File: config.mk
export PLATFORM = sky130hd
export DESIGN_NAME = pirex_exec
export DESIGN_NICKNAME = d
export VERILOG_FILES = /design/src/pirex_pkg.sv /design/src/pirex_exec.sv
export SDC_FILE = /design/constraint.sdc
export NUM_CORES = 1
export LEC_CHECK = 0
export ABC_CLOCK_PERIOD_IN_PS = 26900
export BUFFER_PORTS_ARGS = -buffer_cell sky130_fd_sc_hd__buf_2
export CAP_MARGIN = 20
export CORE_MARGIN = 5
export CORE_UTILIZATION = 41
export CTS_CLUSTER_SIZE = 14
export DETAILED_ROUTE_END_ITERATION = 10
export GPL_ROUTABILITY_DRIVEN = 0
export PLACE_DENSITY = 0.67
export SLEW_MARGIN = 20
export SYNTH_ARGS = -nofsm -noshare
export SYNTH_HDL_FRONTEND = slang
export SYNTH_SLANG_ARGS = --single-unit
File: constraint.sdc
create_clock -name clk -period 26.9 [get_ports clk]
set_input_delay 5.38 -clock clk [delete_from_list [all_inputs] [get_ports clk]]
set_output_delay 5.38 -clock clk [all_outputs]
set_load 0.02 [all_outputs]
File: src/pirex_pkg.sv
/*
  Shared constants and carriers for the pulse, injection and register
  write execution block.
  Assumes a 250 MHz system clock and an upstream decoder that delivers
  one fully decoded command per valid pulse in the same clock domain.
*/
package pirex_pkg;

  // ----------------------------------------------------------------
  // Timing
  // ----------------------------------------------------------------
  localparam int CLK_PERIOD_PS   = 4000;
  localparam int EXEC_DELAY_NS   = 25;
  // Least time, so rounded up
  localparam int EXEC_DELAY_CYC  =
    (EXEC_DELAY_NS * 1000 + CLK_PERIOD_PS - 1) / CLK_PERIOD_PS;
  // Fine step of 1.5625 ns held in half picoseconds to stay integer
  localparam int FINE_STEP_HPS   = 3125;
  localparam int CLK_PERIOD_HPS  = 2 * CLK_PERIOD_PS;
  localparam int FINE_TAPS       = 16;

  // ----------------------------------------------------------------
  // Global pulse
  // ----------------------------------------------------------------
  localparam logic [3:0] GP_MAX_EXP = 4'h9;
  localparam int         GP_CNT_W   = 10;

  // ----------------------------------------------------------------
  // Injection payload positions within the 16 data bits
  // ----------------------------------------------------------------
  localparam int CAL_MODE_POS   = 15;
  localparam int CAL_DLY_LSB    = 12;
  localparam int CAL_WID_LSB    = 6;
  localparam int CAL_AUXV_POS   = 5;
  localparam int CAL_AUXD_LSB   = 0;
  localparam int CAL_DLY_W      = 3;
  localparam int CAL_WID_W      = 6;
  localparam int CAL_AUXD_W     = 5;

  // ----------------------------------------------------------------
  // Selector field: broadcast on top, die identity below
  // ----------------------------------------------------------------
  localparam int SEL_BCAST_POS  = 3;

  // ----------------------------------------------------------------
  // Register write
  // ----------------------------------------------------------------
  localparam int         WR_WORD_W    = 16;
  localparam int         WR_WIDE_BEATS = 6;
  localparam logic [8:0] PIXEL_ADDR   = 9'h000;
  localparam logic [2:0] BEATS_NARROW = 3'h1;
  localparam logic [2:0] BEATS_WIDE   = 3'h6;

  // ----------------------------------------------------------------
  // Reset values
  // ----------------------------------------------------------------
  localparam logic STROBE_RST = 1'b0;

  typedef enum logic [1:0] {
    PIREX_CMD_NONE,
    PIREX_CMD_GPULSE,
    PIREX_CMD_CAL,
    PIREX_CMD_REGWR
  } pirex_kind_t;

  typedef struct packed {
    pirex_kind_t  kind;
    logic [3:0]   sel;      // Broadcast bit and 3-bit die identity
    logic [3:0]   gp_value;
    logic [15:0]  cal_data;
    logic         wr_wide;
    logic [8:0]   wr_addr;
    logic [95:0]  wr_data;  // First word in the top bits
  } pirex_cmd_t;

  typedef struct packed {
    logic         reg_en;
    logic         pixel_en;
    logic [8:0]   addr;
    logic [15:0]  data;
  } pirex_wr_t;

endpackage

File: src/pirex_exec.sv
/*
  Execution logic for the global pulse, calibration injection and
  register write commands.
  Assumes decoded commands arrive from logic on clk, while the bunch
  clock, the 160 MHz clock and the die identity straps arrive as pins.
*/
`timescale 1ns/1ps

module pirex_exec #(
  parameter logic [8:0] REG_LAST  = 9'h0ff,
  parameter int         FINE_W    = 4
) (
  // Clock and reset
  input  wire logic                    clk,
  input  wire logic                    reset,
  // Pins from outside the clock domain
  input  wire logic                    bx_clk,
  input  wire logic                    fast_clk,
  input  wire logic [2:0]              die_selector,
  // Decoded command from the decoder
  input  wire logic                    cmd_valid,
  input  wire pirex_pkg::pirex_cmd_t   cmd,
  // Configuration
  input  wire logic [FINE_W-1:0]       fine_delay,
  // Outputs
  output logic                         global_pulse,
  output logic                         cal_edge,
  output logic                         cal_edge_matrix,
  output logic                         cal_aux,
  output pirex_pkg::pirex_wr_t         wr_port,
  output logic                         wr_warning
);
  import pirex_pkg::*;

  typedef enum {EDGE_IDLE, EDGE_DELAY, EDGE_WIDTH} pirex_edge_t;

  function automatic logic [GP_CNT_W-1:0] gp_len(input logic [3:0] v);
    if (v > GP_MAX_EXP) begin
      gp_len = GP_CNT_W'(1) << GP_MAX_EXP;
    end else begin
      gp_len = GP_CNT_W'(1) << v;
    end
  endfunction

  // Rounds a count of fine steps up to whole clk cycles
  function automatic logic [3:0] fine_tap(input logic [FINE_W-1:0] f);
    int t;
    t = (int'(f) * FINE_STEP_HPS + CLK_PERIOD_HPS - 1) / CLK_PERIOD_HPS;
    if (t > FINE_TAPS - 1) begin
      t = FINE_TAPS - 1;
    end
    fine_tap = t[3:0];
  endfunction

  // ----------------------------------------------------------------
  // Pin synchronisers
  // ----------------------------------------------------------------
  // A level counts once stages two and three agree; stage one feeds
  // only stage two.
  logic [2:0] bx_s, fast_s;
  logic [2:0] die_s1, die_s2, die_s3;
  logic       bx_f, fast_f;
  logic [2:0] die_f;
  logic       next_bx_f, next_fast_f;
  logic [2:0] next_die_f;
  logic       bx_rise, fast_rise;

  always_comb begin
    next_bx_f   = (bx_s[1] == bx_s[2]) ? bx_s[2] : bx_f;
    next_fast_f = (fast_s[1] == fast_s[2]) ? fast_s[2] : fast_f;
    next_die_f  = (die_s2 == die_s3) ? die_s3 : die_f;
    bx_rise     = next_bx_f & ~bx_f;
    fast_rise   = next_fast_f & ~fast_f;
  end

  always_ff @(posedge clk or posedge reset) begin
    if (reset) begin
      bx_s   <= 3'h0;
      fast_s <= 3'h0;
      die_s1 <= 3'h0;
      die_s2 <= 3'h0;
      die_s3 <= 3'h0;
      bx_f   <= 1'b0;
      fast_f <= 1'b0;
      die_f  <= 3'h0;
    end else begin
      bx_s   <= {bx_s[1:0], bx_clk};
      fast_s <= {fast_s[1:0], fast_clk};
      die_s1 <= die_selector;
      die_s2 <= die_s1;
      die_s3 <= die_s2;
      bx_f   <= next_bx_f;
      fast_f <= next_fast_f;
      die_f  <= next_die_f;
    end
  end

  // ----------------------------------------------------------------
  // Execution timing
  // ----------------------------------------------------------------
  // Commands are held for the fixed latency and released on the
  // next crossing edge; a later command simply replaces the held one.
  pirex_cmd_t pend, next_pend;
  logic       pend_valid, next_pend_valid;
  logic [3:0] lat_cnt, next_lat_cnt;
  logic       fire, selected;
  logic       exec_gp, exec_cal, exec_wr;

  always_comb begin
    next_pend       = pend;
    next_pend_valid = pend_valid;
    next_lat_cnt    = lat_cnt;
    fire            = pend_valid && (lat_cnt == 4'h0) && bx_rise;
    selected = pend.sel[SEL_BCAST_POS] || (pend.sel[2:0] == die_f);
    exec_gp  = fire && selected && (pend.kind == PIREX_CMD_GPULSE);
    exec_cal = fire && selected && (pend.kind == PIREX_CMD_CAL);
    exec_wr  = fire && selected && (pend.kind == PIREX_CMD_REGWR);
    if (cmd_valid) begin
      next_pend       = cmd;
      next_pend_valid = 1'b1;
      next_lat_cnt    = 4'(EXEC_DELAY_CYC - 1);
    end else if (fire) begin
      next_pend_valid = 1'b0;
    end else if (pend_valid && lat_cnt != 4'h0) begin
      next_lat_cnt = lat_cnt - 4'h1;
    end
  end

  always_ff @(posedge clk or posedge reset) begin
    if (reset) begin
      pend       <= '0;
      pend_valid <= 1'b0;
      lat_cnt    <= 4'h0;
    end else begin
      pend       <= next_pend;
      pend_valid <= next_pend_valid;
      lat_cnt    <= next_lat_cnt;
    end
  end

  // ----------------------------------------------------------------
  // Global pulse
  // ----------------------------------------------------------------
  logic [GP_CNT_W-1:0] gp_cnt, next_gp_cnt;
  logic                next_global_pulse;

  always_comb begin
    next_gp_cnt       = gp_cnt;
    next_global_pulse = global_pulse;
    if (exec_gp) begin
      next_gp_cnt       = gp_len(pend.gp_value);
      next_global_pulse = 1'b1;
    end else if (global_pulse && bx_rise) begin
      // Counts crossing edges after the one that raised the pulse
      if (gp_cnt == GP_CNT_W'(1)) begin
        next_global_pulse = 1'b0;
        next_gp_cnt       = '0;
      end else begin
        next_gp_cnt = gp_cnt - GP_CNT_W'(1);
      end
    end
  end

  always_ff @(posedge clk or posedge reset) begin
    if (reset) begin
      gp_cnt       <= '0;
      global_pulse <= STROBE_RST;
    end else begin
      gp_cnt       <= next_gp_cnt;
      global_pulse <= next_global_pulse;
    end
  end

  // ----------------------------------------------------------------
  // Primary injection strobe
  // ----------------------------------------------------------------
  // The mode bit sets the strobe shape: a pulse of the set width, or
  // a step left high; the matrix decides how to use it.
  pirex_edge_t          edge_st, next_edge_st;
  logic [CAL_DLY_W-1:0] dly_cnt, next_dly_cnt;
  logic [CAL_WID_W-1:0] wid_cnt, next_wid_cnt;
  logic                 pulse_mode, next_pulse_mode;
  logic                 next_cal_edge;
  logic                 c_mode;
  logic [CAL_DLY_W-1:0] c_dly;
  logic [CAL_WID_W-1:0] c_wid;

  always_comb begin
    c_mode = pend.cal_data[CAL_MODE_POS];
    c_dly  = pend.cal_data[CAL_DLY_LSB +: CAL_DLY_W];
    c_wid  = pend.cal_data[CAL_WID_LSB +: CAL_WID_W];
    next_edge_st    = edge_st;
    next_dly_cnt    = dly_cnt;
    next_wid_cnt    = wid_cnt;
    next_pulse_mode = pulse_mode;
    next_cal_edge   = cal_edge;
    // Zero width, or a strobe already high, leaves the edge alone
    if (exec_cal && c_wid != '0 && !cal_edge) begin
      next_edge_st    = EDGE_DELAY;
      next_dly_cnt    = c_dly;
      next_wid_cnt    = c_wid;
      next_pulse_mode = c_mode;
    end else begin
      case (edge_st)
        EDGE_DELAY: begin
          if (dly_cnt == '0) begin
            if (fast_rise) begin
              next_cal_edge = 1'b1;
              next_edge_st  = c_pulse_next(pulse_mode);
            end
          end else if (bx_rise) begin
            next_dly_cnt = dly_cnt - 1'b1;
          end
        end
        EDGE_WIDTH: begin
          if (fast_rise) begin
            if (wid_cnt == CAL_WID_W'(1)) begin
              next_cal_edge = 1'b0;
              next_edge_st  = EDGE_IDLE;
            end else begin
              next_wid_cnt = wid_cnt - 1'b1;
            end
          end
        end
        EDGE_IDLE: begin
          next_edge_st = EDGE_IDLE;
        end
        default: begin
          next_edge_st = EDGE_IDLE;
        end
      endcase
    end
  end

  // Step mode ends with the strobe left high
  function automatic pirex_edge_t c_pulse_next(input logic pm);
    c_pulse_next = pm ? EDGE_WIDTH : EDGE_IDLE;
  endfunction

  always_ff @(posedge clk or posedge reset) begin
    if (reset) begin
      edge_st    <= EDGE_IDLE;
      dly_cnt    <= '0;
      wid_cnt    <= '0;
      pulse_mode <= 1'b0;
      cal_edge   <= STROBE_RST;
    end else begin
      edge_st    <= next_edge_st;
      dly_cnt    <= next_dly_cnt;
      wid_cnt    <= next_wid_cnt;
      pulse_mode <= next_pulse_mode;
      cal_edge   <= next_cal_edge;
    end
  end

  // ----------------------------------------------------------------
  // Fine delay toward the matrix
  // ----------------------------------------------------------------
  // Resolution is limited to whole clk cycles; the summed 640 MHz steps
  // are rounded up, so the delay never falls short of the setting.
  logic [FINE_TAPS-1:0] fine_line, next_fine_line;
  logic                 next_cal_edge_matrix;

  always_comb begin
    next_fine_line       = {fine_line[FINE_TAPS-2:0], cal_edge};
    next_cal_edge_matrix = next_fine_line[fine_tap(fine_delay)];
  end

  always_ff @(posedge clk or posedge reset) begin
    if (reset) begin
      fine_line       <= '0;
      cal_edge_matrix <= STROBE_RST;
    end else begin
      fine_line       <= next_fine_line;
      cal_edge_matrix <= next_cal_edge_matrix;
    end
  end

  // ----------------------------------------------------------------
  // Auxiliary level
  // ----------------------------------------------------------------
  logic                  aux_busy, next_aux_busy;
  logic [CAL_AUXD_W-1:0] aux_cnt, next_aux_cnt;
  logic                  aux_val, next_aux_val;
  logic                  next_cal_aux;

  always_comb begin
    next_aux_busy = aux_busy;
    next_aux_cnt  = aux_cnt;
    next_aux_val  = aux_val;
    next_cal_aux  = cal_aux;
    if (exec_cal) begin
      next_aux_busy = 1'b1;
      next_aux_cnt  = pend.cal_data[CAL_AUXD_LSB +: CAL_AUXD_W];
      next_aux_val  = pend.cal_data[CAL_AUXV_POS];
    end else if (aux_busy && fast_rise) begin
      if (aux_cnt == '0) begin
        next_cal_aux  = aux_val;
        next_aux_busy = 1'b0;
      end else begin
        next_aux_cnt = aux_cnt - 1'b1;
      end
    end
  end

  always_ff @(posedge clk or posedge reset) begin
    if (reset) begin
      aux_busy <= 1'b0;
      aux_cnt  <= '0;
      aux_val  <= 1'b0;
      cal_aux  <= STROBE_RST;
    end else begin
      aux_busy <= next_aux_busy;
      aux_cnt  <= next_aux_cnt;
      aux_val  <= next_aux_val;
      cal_aux  <= next_cal_aux;
    end
  end

  // ----------------------------------------------------------------
  // Register write sequencer
  // ----------------------------------------------------------------
  // Writes go only to the register file port; nothing here reaches
  // the outgoing data path.
  logic [2:0]  beats, next_beats;
  logic [95:0] wr_shift, next_wr_shift;
  logic [8:0]  wr_addr, next_wr_addr;
  pirex_wr_t   next_wr_port;
  logic        next_wr_warning;
  logic        unused;

  always_comb begin
    next_beats      = beats;
    next_wr_shift   = wr_shift;
    next_wr_addr    = wr_addr;
    next_wr_port    = '0;
    next_wr_warning = 1'b0;
    unused          = pend.wr_addr > REG_LAST;
    if (exec_wr) begin
      if (unused) begin
        next_wr_warning = 1'b1;
        next_beats      = 3'h0;
      end else begin
        next_beats    = pend.wr_wide ? BEATS_WIDE : BEATS_NARROW;
        next_wr_addr  = pend.wr_addr;
        // A narrow write carries its word in the bottom lane; it moves to the top
        next_wr_shift = pend.wr_wide ? pend.wr_data :
                        {pend.wr_data[WR_WORD_W-1:0], 80'h0};
      end
    end else if (beats != 3'h0) begin
      next_wr_port.addr     = wr_addr;
      next_wr_port.data     = wr_shift[95 -: WR_WORD_W];
      next_wr_port.pixel_en = (wr_addr == PIXEL_ADDR);
      next_wr_port.reg_en   = (wr_addr != PIXEL_ADDR);
      next_wr_shift         = {wr_shift[79:0], 16'h0000};
      next_beats            = beats - 3'h1;
    end
  end

  always_ff @(posedge clk or posedge reset) begin
    if (reset) begin
      beats      <= 3'h0;
      wr_shift   <= '0;
      wr_addr    <= 9'h000;
      wr_port    <= '0;
      wr_warning <= 1'b0;
    end else begin
      beats      <= next_beats;
      wr_shift   <= next_wr_shift;
      wr_addr    <= next_wr_addr;
      wr_port    <= next_wr_port;
      wr_warning <= next_wr_warning;
    end
  end

endmodule

==> flow_metrics.tcl, run 1 <==
set metrics [dict create \
    period_share_pct 44.0 \
    synth_seq_cells 341 \
    wl_per_cell_um 17.8 \
    synthesis.area_mm2 0.0162 \
    maxSlewViolCount 0 \
    max_freq_ghz 0.0845 \
    cp-start-kind "primary input" \
    status "complete, no violations" \
    post-route-min-period_ns 11.84 \
    placed_area_mm2 0.0175 \
    synthCells 1460 \
    cts_tree "built" \
    yosysTopAreaCellShare_pct 52.7 \
    pre_cts_ws_ns 14.57 \
    irDropWorstVdd_mv 0.0485 \
    syn_avg_cell_area_um2 11.1 \
    placed_cells 2083 \
    path_class "in -> reg" \
    rr_worst_depth 12 \
    hold_class "reg -> reg" \
    cts_max_level 2 \
    synth_edf_count 0 \
    cp-end-kind "flop" \
    slowest_delay_ns 0.62 \
    cts_resized 0 \
    hpwl_um 27000 \
    synthTopCellsByCount "dfrtp_1, nand2_1, mux2_2, o21ai_0, clkbuf_1" \
    finalSetupTns_ns 0 \
    yosys_warnings 0 \
    overflow 0 \
    antenna_found_initial 1 \
    rows 72 \
    drt_iter0_markers 782 \
    fin_nets 1794 \
    cts_hold_buf 0 \
    path_clk_slew_ns 0.06 \
    critPathArrivalTime_ns 12.26 \
    insertion_delay_ns 0.55 \
    reg2reg_slack_ns 22.42 \
    die_w_um 209 \
    cts_setup_buffers 0 \
    grtUsageTotal_pct 17.4 \
    root_buffer "clkbuf_16" \
    p_leak_nw 8.42 \
    syn_to_final_growth_pct 16.1 \
    cts_buffers 38 \
    hp-start "die_s1[2]$_DFF_PP0_" \
    fp.dieH_um 209 \
    synth_top_area_cell "dfrtp_1" \
    holdPathEnd "die_s2[2]$_DFF_PP0_" \
    async_reset_ff_share_pct 100 \
    grt_pass1_wl_um 62700 \
    whs_path_depth 0 \
    finalInstanceArea_mm2 0.0188 \
    initial_core_util_pct 41.7 \
    relSlewSlack_pct 37.5 \
    ys_top_cells_by_area "dfrtp_1, mux2_2, o21ai_0, nand2_1, ha_1" \
    worst_pin_slew_ns 0.938 \
    cpMaxStageDelayCell "mux4_1" \
    vias 11626 \
    grt_max_degree 131 \
    setup_slack_ns 15.06 \
    clk_path_buf_depth 3 \
    finalHoldViolCount 0 \
    final_antenna_net_count 0 \
    drc 0 \
    r2r_start "lat_cnt[0]$_DFFE_PP0P_" \
    coreArea_mm2 0.0388 \
    pin_count 176 \
    wl_um 38300 \
    crit_path_cell_trace "buf_2 > inv_1 > ha_1 > inv_1 > ha_1 > ha_1 > ha_1 > a21o_1 > a211oi_1 > a21boi_0 > o211ai_4 > nor4_4 > mux2i_1 > xor2_1 > o41ai_4 > or4b_1 > a211o_1 > o31a_1 > a2111oi_4 > mux4_1 > mux2i_1 > mux2i_1" \
    maxCapViolations 0 \
    crit_required_ns 27.32 \
    critPathMaxFanout 13 \
    synth.distinct_cells 91 \
    finalSetupViolCount 0 \
    grt_pass1_vias 11488 \
    viasPerCell 5.40 \
    holdWs_ns 0.328 \
    syn_nets 1649 \
    r2r_end "wr_shift[13]$_DFFE_PP0P_" \
    critical_path.most_common_cell "ha_1" \
    synth.yosys.seq_area_share_pct 52.7 \
    instances_no_fill 2151 \
    synth_flop_cell "dfrtp_1" \
    synth.most_common_cell "dfrtp_1" \
    dr.pass1.iters 7 \
    drive_above_1_share_pct 26.6 \
    rsz0062_at_grt "no" \
    portBuffers 175 \
    numClockSinks 341 \
    power_density_mw_per_mm2 73.5 \
    skew_ns 0.0292 \
    die_area_mm2 0.0436 \
    fillers 3484 \
]
-- power by group --
part	total (mW)	internal, mW	switching (mW)
clock	0.523	0.316	0.207
combinational	0.287	0.107	0.180
sequential	0.571	0.547	0.0242
total	1.38	0.970	0.412
-- sequential cells by signal, summed over array words and instances, names as in the netlist, 2 cells and up --
| register | flops |
|---|---|
| gp_cnt | 10 |
| dly_cnt | 3 |
| wid_cnt | 6 |
| lat_cnt | 4 |
| bx_s | 3 |
| fast_s | 3 |
| die_s3 | 3 |
| fine_line | 15 |
| die_f | 3 |
| pend | 122 |
| wr_addr | 9 |
| beats | 3 |
| edge_st | 2 |
| die_s2 | 3 |
| aux_cnt | 5 |
| c_wid | 6 |
| wr_shift | 96 |
| c_dly | 3 |
| wr_port | 27 |
| die_s1 | 3 |
-- worst max-delay path by stage --
stage / cells past startpoint / endpoint / from
final: 22 / cal_edge_matrix$_DFF_PP0_ / fine_delay[2]
after detailed placement: 20 / cal_edge_matrix$_DFF_PP0_ / fine_delay[1]
after floorplan: 1 / aux_busy$_DFFE_PP0P_ / reset
after global placement: 20 / cal_edge_matrix$_DFF_PP0_ / fine_delay[1]
after CTS: 20 / cal_edge_matrix$_DFF_PP0_ / fine_delay[1]
after global routing: 22 / cal_edge_matrix$_DFF_PP0_ / fine_delay[2]
-- layout make-up --
cell class | count | area (um^2) | area share, %
clock inverter | 14 | 198 | 1.05
clock buffer | 53 | 1100 | 5.83
multi-input combinational | 999 | 7210 | 38.3
antenna | 1 | 2.50 | 0.0133
timing repair buffer | 187 | 972 | 5.17
inverter | 38 | 150 | 0.798
tap | 518 | 648 | 3.44
sequential | 341 | 8530 | 45.4
-- critical path, delay by kind of cell --
kind	cells	cell delay [ns]
AO/OA/AOI/OAI	8	2.51
adder cells (fa/ha/maj)	4	1.24
multiplexers	4	1.21
AND/OR/NAND/NOR	2	1.04
XOR/XNOR	1	0.44
buffers and inverters	3	0.43
-- per-stage QoR --
step / util, % / power, mW
after global placement: 45.1 / 0.858
after floorplan: - / 0.797
after detailed placement: 45.1 / 0.865
after global routing: 48.5 / 1.46
final: 48.5 / 1.38
after CTS: 48.4 / 1.40
-- kinds of logic after synthesis --
kind of cell / Yosys count / share of synthesized area [%]
adders and majority gates: 48 / 3.89
muxes: 176 / 12.4
DFF: 341 / 52.7
xor gates and xnor gates: 34 / 1.88
buffers and inverters: 120 / 3.01
AOI/OAI and AO/OA: 347 / 14.3
and+or+nand+nor: 394 / 11.8
-- cells in the final DEF (no fill, tap or decap), types with 22 or more instances in the layout --
master and count:
and2_1 30, nand2_1 173, inv_1 37, dfrtp_1 341, nor2_1 57, a21oi_1 45, xnor2_1 22, clkbuf_16 38
buf_2 174, nor3_1 28, o21ai_0 140, ha_1 40, a22oi_1 66, mux2_2 144, mux2i_1 27
-- layer usage --
layer / GRT usage, % / routed length [um] / up-vias
met5: 0 / 0 / -
met4: 5.27 / 858 / 0
met3: 3.16 / 2030 / 50
met2: 25.8 / 17200 / 313
met1: 26.0 / 18200 / 5730
li1: - / - / 5533
Note: power is estimated with default switching activity, not from simulation.
==> run 2, diff against run 1 <==
Settings changed: ABC_CLOCK_PERIOD_IN_PS 26900 to 10400, PLACE_DENSITY 0.67 to 0.69.
Clock period 26.9 ns to 10.4 ns, I/O delays scaled along.
==> run 2 against run 1 <==
  * Wire length rose by 1.1%
  * Core utilization barely moved
  * Global-route usage barely moved
  * Final area barely moved
  * Via count barely moved
  * Sequential power rose to 2.6 times the previous value
  * Clock skew fell by 0.011 ns
  * First-iteration DRC count rose by 8.1%
  * Power rose to 2.6 times the previous value
  * Clock-buffer cell count did not move
  * Highest routed layer unchanged
==> flow_metrics.tcl, run 2 (synthesis results as in run 1) <==
set metrics [dict create \
    portBuffers 175 \
    finalSetupTns_ns 0 \
    grt_max_degree 188 \
    drt_iter0_markers 845 \
    final_antenna_net_count 0 \
    insertion_delay_ns 0.55 \
    vias 11634 \
    initial_core_util_pct 41.7 \
    cts_tree "built" \
    post-route-min-period_ns 8.58 \
    path_clk_slew_ns 0.06 \
    syn_to_final_growth_pct 16.2 \
    root_buffer "clkbuf_16" \
    regMostFlops "pend" \
    reg.largest.list "pend (122), wr_shift (96), wr_port (27)" \
    cp-start-kind "primary input" \
    cts_hold_buf 0 \
    fin_nets 1794 \
    period_share_pct 82.5 \
    critPathArrivalTime_ns 9.01 \
    dr.pass1.iters 5 \
    fp.dieH_um 209 \
    status "complete, no violations" \
    viasPerCell 5.40 \
    power_density_mw_per_mm2 191 \
    placed_cells 2082 \
    hold_class "reg -> reg" \
    skew_ns 0.0179 \
    instances_no_fill 2155 \
    maxSlewViolCount 0 \
    relSlewSlack_pct 26.9 \
    finalSetupViolCount 0 \
    wl_um 38700 \
    critPathMaxFanout 13 \
    die_area_mm2 0.0436 \
    cts_setup_buffers 0 \
    cts_resized 0 \
    path_class "in -> reg" \
    drc 0 \
    pin_count 176 \
    hpwl_um 26700 \
    grt_pass1_wl_um 62700 \
    grtUsageTotal_pct 17.4 \
    rsz0062_at_grt "no" \
    final_common_cell "dfrtp_1" \
    clk_path_buf_depth 3 \
    overflow 0 \
    rows 72 \
    wl_per_cell_um 18.0 \
    numClockSinks 341 \
    crit_required_ns 10.83 \
    cp-end-kind "flop" \
    maxCapViolations 0 \
    antenna_found_initial 3 \
    max_freq_ghz 0.117 \
    worst_pin_slew_ns 1.09 \
    reg2reg_slack_ns 5.69 \
    largest_reg_flops 122 \
    finalHoldViolCount 0 \
    cts_buffers 38 \
    irDropWorstVdd_mv 0.130 \
    die_w_um 209 \
    p_leak_nw 8.43 \
    cts_max_level 2 \
    holdWs_ns 0.344 \
    drive_above_1_share_pct 26.6 \
    mostFrequentLayoutCells "dfrtp_1, buf_2, nand2_1, mux2_2, o21ai_0" \
    coreArea_mm2 0.0388 \
    grt_pass1_vias 11686 \
]
-- run 2: cell count changes in the layout (fill, tap and decap cells not counted), moves of 2 or more --
cell,before,now
clkinv_2,6,9
buf_4,12,10
clkbuf_1,6,8
clkbuf_8,9,7
diode_2,1,3
inv_16,0,2
-- run 2: worst paths after layout --
check	startpoint	cells past startpoint	end
max in group asynchronous	reset	5	pend[103]$_DFFE_PP0P_
setup reg to reg	lat_cnt[0]$_DFFE_PP0P_	12	wr_shift[6]$_DFFE_PP0P_
hold / removal	die_s1[1]$_DFF_PP0_	0	die_s2[1]$_DFF_PP0_
hold reg to reg	die_s1[1]$_DFF_PP0_	0	die_s2[1]$_DFF_PP0_
min in group asynchronous	reset	2	pend[10]$_DFFE_PP0P_
setup / recovery	fine_delay[2]	22	cal_edge_matrix$_DFF_PP0_
-- run 2: cell type report --
class	count	area, um^2
clock inverter	16	200
sequential	341	8530
tap	518	648
multi-input combinational	999	7210
clock buffer	53	1080
antenna	3	7.51
inverter	38	146
timing repair buffer	187	1000
fill	3426	20000
-- run 2: per-stage QoR --
step	power (mW)	utilization, %	setup WS (ns)	cell area, um^2
2_1_floorplan	2.06	-	2.34	16200
3_3_place_gp	2.21	45.1	1.55	17500
3_5_place_dp	2.24	45.1	1.27	17500
4_1_cts	3.63	48.4	1.87	18800
5_1_grt	3.78	48.5	1.34	18800
6_report	3.59	48.5	1.82	18800
-- run 2: power breakdown --
group | switching (mW) | leakage (nW) | internal, mW
Combinational | 0.470 | 3.40 | 0.278
Clock | 0.557 | 0.636 | 0.808
Sequential | 0.0626 | 4.39 | 1.41
Total | 1.09 | 8.43 | 2.50
-- run 2: per-layer routing --
layer	share of wire [%]	global-route usage (%)
met1	48	25.2
met4	2.7	5.96
met2	45	27.0
met5	0	0
met3	4.3	2.67
-- run 2: critical path, stage by stage --
cell and delay (ns):
buf_2 0.19, inv_1 0.14, ha_1 0.39, inv_1 0.09
ha_1 0.30, ha_1 0.21, ha_1 0.35, a21o_1 0.25
a211oi_1 0.40, a21boi_0 0.47, o211ai_4 0.17, nor4_4 0.48
mux2i_1 0.35, xor2_1 0.43, o41ai_4 0.25, or4b_1 0.56
a211o_1 0.31, o31a_1 0.32, a2111oi_4 0.39, mux4_1 0.62
mux2i_1 0.16, mux2i_1 0.09
